**src/logic/wtc_defines.svh**
```systemverilog
`ifndef WTC_DEFINES_SVH
`define WTC_DEFINES_SVH
// Contract
// RULE_01: Wake enable bit gates wake pin source
// RULE_02: Default selection is static wake sensing
// RULE_03: Sensing without fail output ignores wake config
// RULE_04: Sensing write refused under fail output
// RULE_05: Sensing clears, freezes both level status bits
// RULE_06: Transceiver mode field selects CAN wake
// RULE_07: Fail-safe entry forces wake control x0x0 0001
// RULE_08: Sensing selected: no wake pin in fail-safe
// RULE_09: Bits 7:6 set general pin pull network
// RULE_10: Bits 1:0 set wake pin pull network
// RULE_11: Bit 4 selects CAN flash mode
// RULE_12: On-time field decode, stop low/high codes
// RULE_13: Period field selects 10ms through 1000s
// RULE_14: Assigned timer starts on nonzero on-time
// RULE_15: Restart with sense, switch cleared clears timer
// RULE_16: Cyclic sense and wake run together
// RULE_17: New settings act at chip-select rise
// RULE_18: Timer register zero after every reset kind
// RULE_19: Restart keeps only bus control three flash bit
// RULE_20: Restart keeps both pull fields only
// RULE_21: Reserved bits read back zero
// RULE_22: Global bit widens interrupt sources
// RULE_23: Reserved writes have no effect

// Register offsets (seven-bit addresses)
`define WTC_ADDR_BUS_CTRL0   7'h04
`define WTC_ADDR_EXT_WAKE    7'h07
`define WTC_ADDR_WAKE_PULL   7'h08
`define WTC_ADDR_BUS_CTRL3   7'h0B
`define WTC_ADDR_TIMER       7'h0C
`define WTC_ADDR_SPI_STATUS  7'h1F
// Writable bit masks
`define WTC_MASK_BUS_CTRL0   8'h07
`define WTC_MASK_EXT_WAKE    8'hA1
`define WTC_MASK_WAKE_PULL   8'hC3
`define WTC_MASK_BUS_CTRL3   8'h10
`define WTC_MASK_TIMER       8'h7F
// Restart keep masks
`define WTC_KEEP_WAKE_PULL   8'hC3
`define WTC_KEEP_BUS_CTRL3   8'h10
// Field positions
`define WTC_BIT_WAKE_EN      0
`define WTC_BIT_MEAS         5
`define WTC_BIT_INT_GLOBAL   7
`define WTC_BIT_FLASH        4
// Reset values
`define WTC_RST_BUS_CTRL0    8'h00
`define WTC_RST_EXT_WAKE     8'h01
`define WTC_RST_WAKE_PULL    8'h00
`define WTC_RST_BUS_CTRL3    8'h00
`define WTC_RST_TIMER        8'h00
// Fail-safe wake control pattern, bits 7 and 5 kept
`define WTC_FS_EXT_WAKE      8'h01
`define WTC_FS_KEEP          8'hA0
// On-time codes
`define WTC_ON_STOP_LOW      3'h0
`define WTC_ON_STOP_HIGH     3'h6
`define WTC_ON_RESERVED      3'h7
// CAN wake-capable mode, low two bits
`define WTC_CAN_WAKE_CAP     2'h1
// Timer tick: 100 us base at 8 ns clock
`define WTC_TICK_NS          100000
`define WTC_CLK_NS           8
`define WTC_FRAME_BITS       5'h10
`endif

```
**src/logic/wtc_pkg.sv**
```systemverilog
package wtc_pkg;
   // One decoded serial frame
   typedef struct packed {
      logic       wr;
      logic [6:0] addr;
      logic [7:0] data;
   } wtc_frame_type;

   // Mode levels and selections from the rest of the chip
   typedef struct packed {
      logic fail_output_active;
      logic fail_safe_mode;
      logic restart_mode;
      logic normal_mode;
      logic cyclic_sense_sel;
      logic hs_switch_cleared;
      logic timer_wake_source;
   } wtc_mode_type;

   typedef enum logic [1:0] {
      TMR_STOP = 2'b00,
      TMR_ON   = 2'b01,
      TMR_OFF  = 2'b10
   } wtc_tmr_state_type;
endpackage

```
**src/logic/wtc_regs.sv**
```systemverilog
`include "wtc_defines.svh"
module wtc_regs #(
   parameter int TICK_CYCLES = `WTC_TICK_NS / `WTC_CLK_NS
) (
   input  wire logic                  clock,
   input  wire logic                  rst,
   input  wire logic                  soft_reset,
   input  wire logic                  sclk_pin,
   input  wire logic                  serial_chip_select_n,
   input  wire logic                  mosi_pin,
   input  wire wtc_pkg::wtc_mode_type mode,
   input  wire logic                  hv_wake_pin,
   input  wire logic                  general_pin,
   input  wire logic                  wake_source_event,
   input  wire logic                  other_status_event,
   output logic                       sdo_q,
   output logic                       sdo_oe_n_q,
   output logic                       hv_wake_enable_q,
   output logic                       voltage_sense_active_q,
   output logic                       wake_pin_level_status_q,
   output logic                       general_pin_level_status_q,
   output logic [1:0]                 wake_pin_pull_select_q,
   output logic [1:0]                 general_pin_pull_select_q,
   output logic                       can_wake_capable_q,
   output logic                       can_flash_q,
   output logic                       high_side_switch_output_q,
   output logic                       cyclic_wake_event_q,
   output logic                       cyclic_sense_sample_q,
   output logic                       spi_fail_q,
   output logic                       interrupt_output_n_q
);
   import wtc_pkg::*;

   wtc_frame_type     frame;
   wtc_tmr_state_type tmr_state_q;
   logic              frame_valid;
   logic              frame_error;
   logic [6:0]        rd_addr;
   logic [7:0]        rd_data;
   logic [7:0]        bus_ctrl0_q;
   logic [7:0]        ext_wake_q;
   logic [7:0]        wake_pull_q;
   logic [7:0]        bus_ctrl3_q;
   logic [7:0]        timer_q;
   logic [1:0]        wake_lvl_s_q;
   logic [1:0]        gen_lvl_s_q;
   logic              fs_mode_q;
   logic              rs_mode_q;
   logic              fs_entry;
   logic              rs_entry;
   logic              wr_hit;
   logic              meas_sel;
   logic              meas_ignores;
   logic              meas_refused;
   logic              status_read;
   logic              tmr_clear;
   logic [13:0]       tick_cnt_q;
   logic              tick;
   logic [23:0]       tmr_cnt_q;
   logic [2:0]        on_code;
   logic              on_runs;
   logic              assigned;

   // Register contents as seen by a read; reserved bits are zero
   function automatic logic [7:0] read_mux(input logic [6:0] a);
      unique case (a)
         `WTC_ADDR_BUS_CTRL0:  read_mux = bus_ctrl0_q & `WTC_MASK_BUS_CTRL0; //RULE_21
         `WTC_ADDR_EXT_WAKE:   read_mux = ext_wake_q & `WTC_MASK_EXT_WAKE;
         `WTC_ADDR_WAKE_PULL:  read_mux = wake_pull_q & `WTC_MASK_WAKE_PULL;
         `WTC_ADDR_BUS_CTRL3:  read_mux = bus_ctrl3_q & `WTC_MASK_BUS_CTRL3;
         `WTC_ADDR_TIMER:      read_mux = timer_q & `WTC_MASK_TIMER;
         `WTC_ADDR_SPI_STATUS: read_mux = {7'h00, spi_fail_q};
         default:              read_mux = 8'h00;
      endcase
   endfunction

   // On-time in 100 us ticks: 0.1, 0.3, 1.0, 10, 20 ms
   function automatic logic [23:0] on_ticks(input logic [2:0] c);
      unique case (c)
         3'h1:    on_ticks = 24'h000001; //RULE_12
         3'h2:    on_ticks = 24'h000003;
         3'h3:    on_ticks = 24'h00000A;
         3'h4:    on_ticks = 24'h000064;
         3'h5:    on_ticks = 24'h0000C8;
         default: on_ticks = 24'h000000;
      endcase
   endfunction

   // Period in 100 us ticks, 10 ms up to 1000 s
   function automatic logic [23:0] per_ticks(input logic [3:0] c);
      unique case (c)
         4'h0: per_ticks = 24'h000064; //RULE_13
         4'h1: per_ticks = 24'h0000C8;
         4'h2: per_ticks = 24'h0001F4;
         4'h3: per_ticks = 24'h0003E8;
         4'h4: per_ticks = 24'h0007D0;
         4'h5: per_ticks = 24'h001388;
         4'h6: per_ticks = 24'h002710;
         4'h7: per_ticks = 24'h004E20;
         4'h8: per_ticks = 24'h00C350;
         4'h9: per_ticks = 24'h0186A0;
         4'hA: per_ticks = 24'h030D40;
         4'hB: per_ticks = 24'h07A120;
         4'hC: per_ticks = 24'h0F4240;
         4'hD: per_ticks = 24'h1E8480;
         4'hE: per_ticks = 24'h4C4B40;
         4'hF: per_ticks = 24'h989680;
      endcase
   endfunction

   wtc_spi_slave u_spi (
      .clock       (clock),
      .rst         (rst),
      .sclk_pin    (sclk_pin),
      .csn_pin     (serial_chip_select_n),
      .mosi_pin    (mosi_pin),
      .rd_data     (rd_data),
      .status_byte ({7'h00, spi_fail_q}),
      .rd_addr     (rd_addr),
      .frame       (frame),
      .frame_valid (frame_valid),
      .frame_error (frame_error),
      .sdo_q       (sdo_q),
      .sdo_oe_n_q  (sdo_oe_n_q)
   );

   assign rd_data = read_mux(rd_addr);

   // Mode entry edges; mode levels come from same-clock logic
   always_ff @(posedge clock) begin
      if (rst) begin
         fs_mode_q <= 1'b0;
         rs_mode_q <= 1'b0;
      end else begin
         fs_mode_q <= mode.fail_safe_mode;
         rs_mode_q <= mode.restart_mode;
      end
   end

   assign fs_entry     = mode.fail_safe_mode & ~fs_mode_q;
   assign rs_entry     = mode.restart_mode & ~rs_mode_q;
   assign wr_hit       = frame_valid & frame.wr; //RULE_17
   assign meas_sel     = ext_wake_q[`WTC_BIT_MEAS];
   assign meas_ignores = meas_sel & ~mode.fail_output_active; //RULE_03
   assign meas_refused = wr_hit && frame.addr == `WTC_ADDR_EXT_WAKE
                         && frame.data[`WTC_BIT_MEAS] && mode.fail_output_active; //RULE_04
   assign status_read  = frame_valid && !frame.wr && frame.addr == `WTC_ADDR_SPI_STATUS;

   // Transceiver mode; only the mode field is stored
   always_ff @(posedge clock) begin
      if (rst || soft_reset) begin
         bus_ctrl0_q <= `WTC_RST_BUS_CTRL0;
      end else if (wr_hit && frame.addr == `WTC_ADDR_BUS_CTRL0) begin
         bus_ctrl0_q <= frame.data & `WTC_MASK_BUS_CTRL0; //RULE_23
      end
   end

   // External wake control: fail-safe forcing beats a write
   always_ff @(posedge clock) begin
      if (rst || soft_reset) begin
         ext_wake_q <= `WTC_RST_EXT_WAKE; //RULE_02
      end else if (fs_entry && !meas_sel) begin
         ext_wake_q <= (ext_wake_q & `WTC_FS_KEEP) | `WTC_FS_EXT_WAKE; //RULE_07
      end else if (wr_hit && frame.addr == `WTC_ADDR_EXT_WAKE) begin
         ext_wake_q <= frame.data & `WTC_MASK_EXT_WAKE;
         if (meas_refused) begin
            ext_wake_q[`WTC_BIT_MEAS] <= meas_sel; //RULE_04
         end
      end
   end

   // Pull fields survive restart, reserved bits never stored
   always_ff @(posedge clock) begin
      if (rst || soft_reset) begin
         wake_pull_q <= `WTC_RST_WAKE_PULL;
      end else if (rs_entry) begin
         wake_pull_q <= wake_pull_q & `WTC_KEEP_WAKE_PULL; //RULE_20
      end else if (wr_hit && frame.addr == `WTC_ADDR_WAKE_PULL) begin
         wake_pull_q <= frame.data & `WTC_MASK_WAKE_PULL; //RULE_23
      end
   end

   // Flash bit survives restart
   always_ff @(posedge clock) begin
      if (rst || soft_reset) begin
         bus_ctrl3_q <= `WTC_RST_BUS_CTRL3;
      end else if (rs_entry) begin
         bus_ctrl3_q <= bus_ctrl3_q & `WTC_KEEP_BUS_CTRL3; //RULE_19
      end else if (wr_hit && frame.addr == `WTC_ADDR_BUS_CTRL3) begin
         bus_ctrl3_q <= frame.data & `WTC_MASK_BUS_CTRL3; //RULE_11
      end
   end

   // Cleared switch in restart would give false sensing, so clear it
   assign tmr_clear = rs_entry | (mode.restart_mode & mode.cyclic_sense_sel
                                  & mode.hs_switch_cleared); //RULE_15

   always_ff @(posedge clock) begin
      if (rst || soft_reset || tmr_clear) begin
         timer_q <= `WTC_RST_TIMER; //RULE_18
      end else if (wr_hit && frame.addr == `WTC_ADDR_TIMER) begin
         timer_q <= frame.data & `WTC_MASK_TIMER;
      end
   end

   // Set wins over the clear by a status read
   always_ff @(posedge clock) begin
      if (rst || soft_reset) begin
         spi_fail_q <= 1'b0;
      end else if (meas_refused || frame_error) begin
         spi_fail_q <= 1'b1; //RULE_04
      end else if (status_read) begin
         spi_fail_q <= 1'b0;
      end
   end

   // Effective configuration seen by the pins and the transceiver
   always_ff @(posedge clock) begin
      if (rst) begin
         hv_wake_enable_q          <= 1'b0;
         voltage_sense_active_q    <= 1'b0;
         wake_pin_pull_select_q    <= 2'h0;
         general_pin_pull_select_q <= 2'h0;
         can_wake_capable_q        <= 1'b0;
         can_flash_q               <= 1'b0;
      end else begin
         hv_wake_enable_q <= ext_wake_q[`WTC_BIT_WAKE_EN] & ~meas_ignores
                             & ~(meas_sel & mode.fail_safe_mode); //RULE_01 RULE_08
         voltage_sense_active_q    <= meas_sel & mode.normal_mode; //RULE_05
         wake_pin_pull_select_q    <= wake_pull_q[1:0]; //RULE_10
         general_pin_pull_select_q <= meas_ignores ? 2'h0 : wake_pull_q[7:6]; //RULE_09
         can_wake_capable_q <= bus_ctrl0_q[1:0] == `WTC_CAN_WAKE_CAP; //RULE_06
         can_flash_q        <= bus_ctrl3_q[`WTC_BIT_FLASH]; //RULE_11
      end
   end

   // Pin levels: two flops, then held at zero while sensing
   always_ff @(posedge clock) begin
      if (rst) begin
         wake_lvl_s_q               <= 2'h0;
         gen_lvl_s_q                <= 2'h0;
         wake_pin_level_status_q    <= 1'b0;
         general_pin_level_status_q <= 1'b0;
      end else begin
         wake_lvl_s_q <= {wake_lvl_s_q[0], hv_wake_pin};
         gen_lvl_s_q  <= {gen_lvl_s_q[0], general_pin};
         wake_pin_level_status_q    <= ~meas_sel & wake_lvl_s_q[1]; //RULE_05
         general_pin_level_status_q <= ~meas_sel & gen_lvl_s_q[1];
      end
   end

   // Global bit lets every status event reach the interrupt pin
   always_ff @(posedge clock) begin
      if (rst) begin
         interrupt_output_n_q <= 1'b1;
      end else begin
         interrupt_output_n_q <= ~(wake_source_event
            | (ext_wake_q[`WTC_BIT_INT_GLOBAL] & other_status_event)); //RULE_22
      end
   end

   // 100 us base tick keeps the 1000 s period within 24 bits
   always_ff @(posedge clock) begin
      if (rst || tick) begin
         tick_cnt_q <= 14'h0000;
      end else begin
         tick_cnt_q <= tick_cnt_q + 14'h0001;
      end
   end
   assign tick = tick_cnt_q == 14'(TICK_CYCLES - 1);

   assign on_code  = timer_q[6:4];
   assign on_runs  = on_code != `WTC_ON_STOP_LOW && on_code != `WTC_ON_STOP_HIGH
                     && on_code != `WTC_ON_RESERVED;
   assign assigned = mode.timer_wake_source | mode.cyclic_sense_sel;

   // Timer: a committed write to the timer register restarts the period from its on-phase
   always_ff @(posedge clock) begin
      if (rst || !(assigned && on_runs) || (wr_hit && frame.addr == `WTC_ADDR_TIMER)) begin
         tmr_state_q <= TMR_STOP;
         tmr_cnt_q   <= 24'h000000;
      end else begin
         unique case (tmr_state_q)
            TMR_STOP: begin
               tmr_state_q <= TMR_ON; //RULE_14
               tmr_cnt_q   <= 24'h000000;
            end
            TMR_ON: if (tick) begin
               tmr_cnt_q <= tmr_cnt_q + 24'h000001;
               if (tmr_cnt_q + 24'h000001 >= on_ticks(on_code)) begin
                  tmr_state_q <= TMR_OFF;
               end
            end
            TMR_OFF: if (tick) begin
               if (tmr_cnt_q + 24'h000001 >= per_ticks(timer_q[3:0])) begin
                  tmr_state_q <= TMR_ON;
                  tmr_cnt_q   <= 24'h000000;
               end else begin
                  tmr_cnt_q <= tmr_cnt_q + 24'h000001;
               end
            end
            default: tmr_state_q <= TMR_STOP;
         endcase
      end
   end

   // Switch output and the two cyclic events, which never fire in the same cycle
   always_ff @(posedge clock) begin
      if (rst) begin
         high_side_switch_output_q <= 1'b0;
         cyclic_wake_event_q       <= 1'b0;
         cyclic_sense_sample_q     <= 1'b0;
      end else begin
         high_side_switch_output_q <= (tmr_state_q == TMR_ON)
            || (on_code == `WTC_ON_STOP_HIGH); //RULE_12
         cyclic_wake_event_q <= mode.timer_wake_source && assigned && on_runs //RULE_16
            && (tmr_state_q == TMR_STOP || (tmr_state_q == TMR_OFF && tick
            && tmr_cnt_q + 24'h000001 >= per_ticks(timer_q[3:0]))); // Every period start
         cyclic_sense_sample_q <= mode.cyclic_sense_sel && tmr_state_q == TMR_ON
            && tick && tmr_cnt_q + 24'h000001 >= on_ticks(on_code); //RULE_16
      end
   end
endmodule

```
**src/logic/wtc_spi_slave.sv**
```systemverilog
`include "wtc_defines.svh"
module wtc_spi_slave (
   input  wire logic                  clock,
   input  wire logic                  rst,
   input  wire logic                  sclk_pin,
   input  wire logic                  csn_pin,
   input  wire logic                  mosi_pin,
   input  wire logic [7:0]            rd_data,
   input  wire logic [7:0]            status_byte,
   output logic [6:0]                 rd_addr,
   output wtc_pkg::wtc_frame_type     frame,
   output logic                       frame_valid,
   output logic                       frame_error,
   output logic                       sdo_q,
   output logic                       sdo_oe_n_q
);
   import wtc_pkg::*;

   logic [2:0]  sclk_s_q;
   logic [2:0]  csn_s_q;
   logic [1:0]  mosi_s_q;
   logic [15:0] rx_q;
   logic [7:0]  tx_q;
   logic [4:0]  cnt_q;
   logic        sclk_rise;
   logic        sclk_fall;
   logic        cs_fall;
   logic        cs_rise;

   // Two-stage synchronisers; edges from stages two and three only
   always_ff @(posedge clock) begin
      if (rst) begin
         sclk_s_q <= 3'h0;
         csn_s_q  <= 3'h7;
         mosi_s_q <= 2'h0;
      end else begin
         sclk_s_q <= {sclk_s_q[1:0], sclk_pin};
         csn_s_q  <= {csn_s_q[1:0], csn_pin};
         mosi_s_q <= {mosi_s_q[0], mosi_pin};
      end
   end

   assign sclk_rise = sclk_s_q[1] & ~sclk_s_q[2] & ~csn_s_q[1];
   assign sclk_fall = ~sclk_s_q[1] & sclk_s_q[2] & ~csn_s_q[1];
   assign cs_fall   = ~csn_s_q[1] & csn_s_q[2];
   assign cs_rise   = csn_s_q[1] & ~csn_s_q[2];
   assign rd_addr   = rx_q[14:8];

   // Receive, LSB first; address then write flag then data
   always_ff @(posedge clock) begin
      if (rst || cs_fall) begin
         rx_q  <= 16'h0000;
         cnt_q <= 5'h00;
      end else if (sclk_rise) begin
         rx_q  <= {mosi_s_q[1], rx_q[15:1]};
         cnt_q <= (cnt_q == 5'h1F) ? cnt_q : cnt_q + 5'h01;
      end
   end

   // Frame ends at chip-select rise; a wrong bit count is an error
   always_ff @(posedge clock) begin
      if (rst) begin
         frame       <= '0;
         frame_valid <= 1'b0;
         frame_error <= 1'b0;
      end else begin
         frame       <= '{wr: rx_q[7], addr: rx_q[6:0], data: rx_q[15:8]};
         frame_valid <= cs_rise && (cnt_q == `WTC_FRAME_BITS);
         frame_error <= cs_rise && (cnt_q != `WTC_FRAME_BITS);
      end
   end

   // Status byte goes out first, then the addressed register
   always_ff @(posedge clock) begin
      if (rst) begin
         tx_q       <= 8'h00;
         sdo_q      <= 1'b0;
         sdo_oe_n_q <= 1'b1;
      end else begin
         sdo_oe_n_q <= csn_s_q[1];
         if (cs_fall) begin
            sdo_q <= status_byte[0];
            tx_q  <= {1'b0, status_byte[7:1]};
         end else if (sclk_fall && cnt_q == 5'h08) begin
            sdo_q <= rd_data[0];
            tx_q  <= {1'b0, rd_data[7:1]};
         end else if (sclk_fall) begin
            sdo_q <= tx_q[0];
            tx_q  <= {1'b0, tx_q[7:1]};
         end
      end
   end
endmodule

```
**config.mk**
```make
export PLATFORM = sky130hd
export DESIGN_NAME = wtc_regs
export DESIGN_NICKNAME = d
export VERILOG_FILES = /design/src/logic/wtc_pkg.sv /design/src/logic/wtc_regs.sv /design/src/logic/wtc_spi_slave.sv
export VERILOG_INCLUDE_DIRS = /design/src /design/src/logic
export SDC_FILE = /design/constraint.sdc
export NUM_CORES = 1
export LEC_CHECK = 0
export BUFFER_PORTS_ARGS = -buffer_cell sky130_fd_sc_hd__buf_2
export CAP_MARGIN = 20
export CORE_MARGIN = 8
export CORE_UTILIZATION = 55
export DETAILED_ROUTE_END_ITERATION = 10
export GPL_TIMING_DRIVEN = 1
export PLACE_DENSITY = 0.72
export SETUP_SLACK_MARGIN = 0.02
export SLEW_MARGIN = 15
export SYNTH_ARGS = -nofsm -noshare
export SYNTH_HDL_FRONTEND = slang
export SYNTH_SLANG_ARGS = --single-unit
```
**constraint.sdc**
```tcl
create_clock -name clock -period 7.3 [get_ports clock]
set_clock_uncertainty 0.2 [all_clocks]
set_input_delay 0.365 -clock clock [delete_from_list [all_inputs] [get_ports clock]]
set_output_delay 0.365 -clock clock [all_outputs]
set_load 0.02 [all_outputs]
```
======== Yosys cells after proc, flatten, opt, wreduce, memory -nomap -nowiden ========
Memories as Yosys holds them, arrays and structs flattened. A register that Yosys moved wholly into a read port is not among the register bits.
Cells that the tools add are included.
storage, ports and cells
  bits in registers ....................... 135
  memory bits (read-only) ................. 672
  input port bits ......................... 17
  output and inout port bits .............. 17
  logic and storage cells ................. 200
  memories kept ........................... 2
operators by class
  add/subtract/negate cells ............... 3
  $lt $le $gt $ge ......................... 4
  eq/ne operators ......................... 32
  muxes and demuxes ....................... 30
  bitwise logic cells ..................... 37
  reductions and logical operators ........ 52
memory list
  name             words  bits a word  read ports  clocked after Yosys merged registers in  wr ports  RTL line        text
  (no name shown)  16     21           1           1                                        0         wtc_regs.sv:91  unique case (c)
  (no name shown)  16     21           1           1                                        0         wtc_regs.sv:91
operators by type and width
  cell                                                             number
  24-bit two-way mux                                               11
  24-bit greater-or-equal comparator                               4
  24-bit one-hot mux with 3 select lines                           1
  8-bit one-hot mux with 6 select lines                            1
  7-bit by 4-bit == test with 1-bit output, second input constant  6
  8-bit one-hot mux with 5 select lines                            1
  7-bit by 3-bit == test with 1-bit output, second input constant  4
  24-bit by 1-bit adder with 24-bit output, second input constant  1
  1-bit logical AND                                                24
  1-bit AND                                                        19
  4-bit two-way mux                                                4
  1-bit inverter                                                   15
  14-bit by 1-bit adder with 14-bit output, second input constant  1
  14-bit == test, second input constant                            1
  7-bit by 5-bit == test with 1-bit output, second input constant  2
  7-bit two-way mux                                                2
  5-bit == test, second input constant                             2
  3-bit == test, second input constant                             3
  1-bit logical OR                                                 9
  3-bit nonzero test                                               3
  2-bit two-way mux                                                4
  2-bit != test, second input constant                             4
  2-bit AND reduction                                              4
  3-bit by 2-bit == test with 1-bit output, second input constant  2
  16 further kinds                                                 30

======== Depth between registers and ports, before layout ========
  depth after elaboration ................. 12
  gate-level depth with buffers ........... 16
  mapped depth without buffers ............ 14

======== Modules after synthesis ========
A second synthesis with hierarchy kept.
second synthesis, totals
  cells, all modules ...................... 901
  area total of the unflattened synthesis .. 7848.8 µm²
modules (own cells, without submodules)
  module         instances  cells an instance  area an instance (µm²)  sequential area each (µm²)
  wtc_regs       1          660                5592.9                  2001.9
  wtc_spi_slave  1          241                2255.9                  1101.1

======== Least setup slack after synthesis ========
Ideal clock, no wire load.
  path type ............................... flip-flop to flip-flop
  start ................................... register tmr_cnt_q[0]
  end ..................................... register tmr_cnt_q[4]
  arrival time ............................ 4128 ps
  path slack .............................. 2898 ps
  cell stages (with the launch flop) ...... 15
  buffers on the path ..................... 1
  clock period less this slack ............ 4402 ps
  cell sequence ........................... dfxtp_1 > ha_1 > nand3_1 > or4_1 > buf_2 > o21a_1 > or2_2 > ha_1 > and4_1 > o2bb2ai_1 > o41a_1 > o311a_2 > o31ai_4 > or4b_1 > o21ai_0
between the ends
  word-level cells in the longest chain between the ends .. 5
  elaborated cells between the ends (all ways) .. 6
  classes of those cells .................. add/sub: 1; order compare: 1; mux: 4
ends and longest elaborated chain
  element                                     RTL line                                           text
  from (decl)                                 wtc_regs.sv:59                                     logic [23:0] tmr_cnt_q;
  from (signal assigned)                      wtc_regs.sv:289                                    tmr_cnt_q <= tmr_cnt_q + 24'h000001;
  from (signal assigned)                      wtc_regs.sv:299                                    tmr_cnt_q <= tmr_cnt_q + 24'h000001;
  24-bit by 1-bit adder with 24-bit output *  wtc_regs.sv:289, wtc_regs.sv:295, wtc_regs.sv:299
  24-bit greater-or-equal comparator          wtc_regs.sv:295                                    if (tmr_cnt_q + 24'h000001 >= per_ticks(timer_q[3:0])) begin
  24-bit two-way mux                          wtc_regs.sv:295
  24-bit two-way mux                          wtc_regs.sv:294                                    TMR_OFF: if (tick) begin
  24-bit one-hot mux with 3 select lines *    wtc_regs.sv:283                                    unique case (tmr_state_q)
Every way passes the cells marked *; elsewhere a longest branch is shown, timed or not. The select of a mux whose other input is x is not followed.
A chain may end at the register's enable or synchronous reset.

======== Worst setup path after layout ========
  start ................................... register tmr_cnt_q[0]
  end ..................................... register tmr_cnt_q[8]
The elaborated chain is that of the path after synthesis.

==> impl_metrics.py <==
metrics = {
    "timing": {
        "fmax_ghz": 0.2011,
        "tns_ns": 0,
        "rsz0062_at_grt": "false",
        "relSlewSlack_pct": 41.31,
        "setup_viol": 0,
        "final_hold_viol_count": 0,
        "drv_slew": 0,
        "fin_crit_ns": 4.973,
        "finalCritPeriodShare_pct": 68.12,
        "worst_pin_slew_ns": 0.8803,
    },
    "placed_design": {
        "place.gp.congestion": 0.8679,
        "hpwl_um": 12190,
        "port_buffers": 33,
        "placed_area_um2": 7714,
    },
    "synth": {
        "synth_top_area_share_pct": 41.58,
        "synth_area_leaders": "dfxtp_1 (42%), ha_1 (7.4%), nand2_1 (4.8%), nor2_1 (3.9%), a21oi_1 (3.4%)",
        "synth_commonest_cells": "dfxtp_1 (155), nand2_1 (96), nor2_1 (78)",
        "synth-main-ff-cell": "dfxtp_1",
        "async_flop_share_pct": 0,
        "avgSynthCellArea_um2": 8.618,
        "yosys.area.top_type": "dfxtp_1",
        "netlist_area_um2": 7463,
        "ys_seq_area_share_pct": 41.58,
        "synth_warnings": 0,
        "synth-seq-cells": 155,
        "synthCells": 866,
        "syn-num-nets": 927,
        "yosysMostFrequentCell": "dfxtp_1",
        "synth-edff-count": 0,
        "synth_cell_types": 69,
    },
    "routing": {
        "drt_wl_total_um": 17160,
        "viasPerCell": 5.714,
        "num_vias": 6183,
        "drc": 0,
        "first_pass_iters": 7,
        "wl_per_cell_um": 15.85,
        "antenna_left": 0,
        "drtIter0Drc": 417,
    },
    "global_routing": {
        "grtUsageMet3_pct": 4.845,
        "use_met2_pct": 33.99,
        "busiest_layer": "met2",
        "grtUsageMet1_pct": 22.93,
        "grt_pass1_wl_um": 28770,
        "grt_pass1_vias": 6092,
        "grt_max_degree": 51,
        "grtUsageTotal_pct": 19.74,
        "gr-total-overflow": 0,
        "grt_antenna_before_repair": 0,
    },
    "power": {
        "leakage_nw": 3.396,
        "ir_drop_mv": 0.1732,
        "combPwrFrac_pct": 1.9,
        "power_frac_clock_pct": 49.1,
        "swShare_pct": 23.95,
        "power.total_mw": 1.748,
        "seq_power_share_pct": 48.9,
        "switching_power_mw": 0.4185,
        "power_density_nw_per_um2": 208.1,
        "p_int_mw": 1.329,
    },
    "worst_setup_path": {
        "cp_max_fo": 25,
        "cp_cell_sequence": "ha_1, nand3_1, or4_1, o21a_1, or2_2, ha_1, and4_1, o2bb2ai_1, o41a_1, o311a_2, o41ai_4, buf_4, o21ai_0, a31oi_1",
        "path_delay_family": "compound AO/OA/AOI/OAI gates",
        "critPathArrivalTime_ns": 5.13,
        "timing.setup.critical_path_class": "flop to flop",
        "reg2reg_depth": 14,
        "critPathBufInv": 1,
        "r2r_end": "tmr_cnt_q[8]$_SDFFE_PP0P_",
        "critPathLaunchType": "flop",
        "slowest_stage": "or4_1",
        "r2r_slack_ns": 2.33,
        "path_common_cell": "ha_1",
        "slowest_delay_ns": 0.73,
        "required_ns": 7.45,
        "rr_startpoint": "tmr_cnt_q[0]$_SDFFE_PP0P_",
        "worst_setup_path_end_kind": "flop",
    },
    "job": {
        "cap_viol_max_count": 0,
    },
    "cts": {
        "cts_setup_buffers": 0,
        "clk_pin_slew_ns": 0.06,
        "htreeDepth": 4,
        "cts.sinks": 155,
        "cts_resized": 0,
        "cts_buffer_depth": 2,
        "hold_buffers": 10,
        "clk_latency_ns": 0.43,
        "cts_buffers": 17,
        "cts_tree": "done",
        "root_buffer": "clkbuf_16",
    },
    "final_layout": {
        "stdcell_area_um2": 8399,
        "drive_above_1_share_pct": 11.26,
        "nNetsFinal": 954,
        "n_antenna_cell": 0,
        "syn_to_final_growth_pct": 12.54,
        "fillers": 1141,
        "multi_input_area_um2": 4019,
        "seq_area_um2": 3103,
    },
    "die": {
        "start_util_pct": 56.36,
        "io_pins": 34,
        "rows": 42,
        "die_x_um": 132.5,
        "core_area_um2": 13240,
        "die_h_um": 132.5,
        "die-area_um2": 17550,
    },
    "min_path": {
        "min_from": "mode[2]",
        "holdCritPathClass": "input pin to flop",
        "worstHoldEndpoint": "cyclic_sense_sample_q$_SDFF_PP0_",
        "hold_depth": 3,
    },
    "outcome": {
        "status": "completed",
    },
}
==> cell type report <==
type / count / share of cell area (%)
repair buffers: 47 / 3.516
flip-flops and latches: 155 / 36.94
clock buffers: 18 / 5.229
well taps: 176 / 2.622
multi-input cells: 625 / 47.85
clock inverters: 14 / 1.743
inverters: 47 / 2.100
==> how the worst max path moves through the flow <==
stage / start / depth (start not counted) / to / slack [ns]
after detailed placement: tmr_cnt_q[0]$_SDFFE_PP0P_ / 14 / tmr_cnt_q[8]$_SDFFE_PP0P_ / 2.38
after CTS: tmr_cnt_q[0]$_SDFFE_PP0P_ / 14 / tmr_cnt_q[8]$_SDFFE_PP0P_ / 2.35
after global placement: tmr_cnt_q[0]$_SDFFE_PP0P_ / 14 / tmr_cnt_q[8]$_SDFFE_PP0P_ / 2.54
after global routing: tmr_cnt_q[0]$_SDFFE_PP0P_ / 14 / tmr_cnt_q[8]$_SDFFE_PP0P_ / 2.07
after floorplan: tmr_cnt_q[0]$_SDFFE_PP0P_ / 14 / tmr_cnt_q[4]$_SDFFE_PP0P_ / 2.90
final: tmr_cnt_q[0]$_SDFFE_PP0P_ / 14 / tmr_cnt_q[8]$_SDFFE_PP0P_ / 2.33
==> worst min-delay path: cells and delay by family <==
family        cells  cell delay, ns
buf+inv           1            0.12
simple gates      2            0.12
==> cell families after synthesis <==
kind of cell	share of synthesized area, %
AOI/OAI and AO/OA	14.32
xor gates and xnor gates	3.470
adders and majority gates	7.376
buffers and inverters	4.577
DFF	41.58
muxes	3.001
and+or+nand+nor	25.68
==> metal layers <==
metal / part of all wire, % / vias up
met5: 0 / -
met4: 2.5 / 0
met3: 4.3 / 33
met2: 50 / 142
met1: 43 / 2930
li1: - / 3078
==> placed cells by master, fill, tap and decap left out, types with 7 or more instances in the layout <==
| cell | n |
|---|---|
| a21oi_1 | 50 |
| a22o_1 | 10 |
| a31oi_1 | 10 |
| and2_1 | 7 |
| and3_1 | 8 |
| buf_2 | 33 |
| clkbuf_16 | 17 |
| dfxtp_1 | 155 |
| dlygate4sd3_1 | 10 |
| ha_1 | 44 |
| inv_1 | 47 |
| mux2i_1 | 19 |
| nand2_1 | 96 |
| nand2b_1 | 8 |
| nand3_1 | 29 |
| nand4_1 | 17 |
| nor2_1 | 78 |
| nor2b_1 | 36 |
| nor3_1 | 22 |
| nor4_1 | 10 |
| o21ai_0 | 34 |
| or2_2 | 19 |
| xnor2_1 | 13 |
| xor2_1 | 14 |
==> power by group through the flow <==
stage               sequential [mW]  clock [mW]  combinational, mW
finish                        0.855       0.859             0.0338
global route                  0.855       0.911             0.0372
CTS                           0.855       0.869             0.0340
detailed placement            0.874           0             0.0295
global placement              0.874           0             0.0286
floorplan                     0.874           0             0.0170
==> metrics by stage <==
step | hold WS, ns | std cells | utilization, % | setup WS (ns)
finish | 0.02304 | 1082 | 63.43 | 2.327
global route | 0.01483 | 1082 | 63.43 | 2.070
CTS | 0.01678 | 1082 | 63.43 | 2.353
detailed placement | 0.2114 | 1040 | 58.25 | 2.384
global placement | 0.2152 | 1040 | 58.25 | 2.542
floorplan | 0.1895 | 866 | - | 2.898
(Power assumes the default switching activity.)
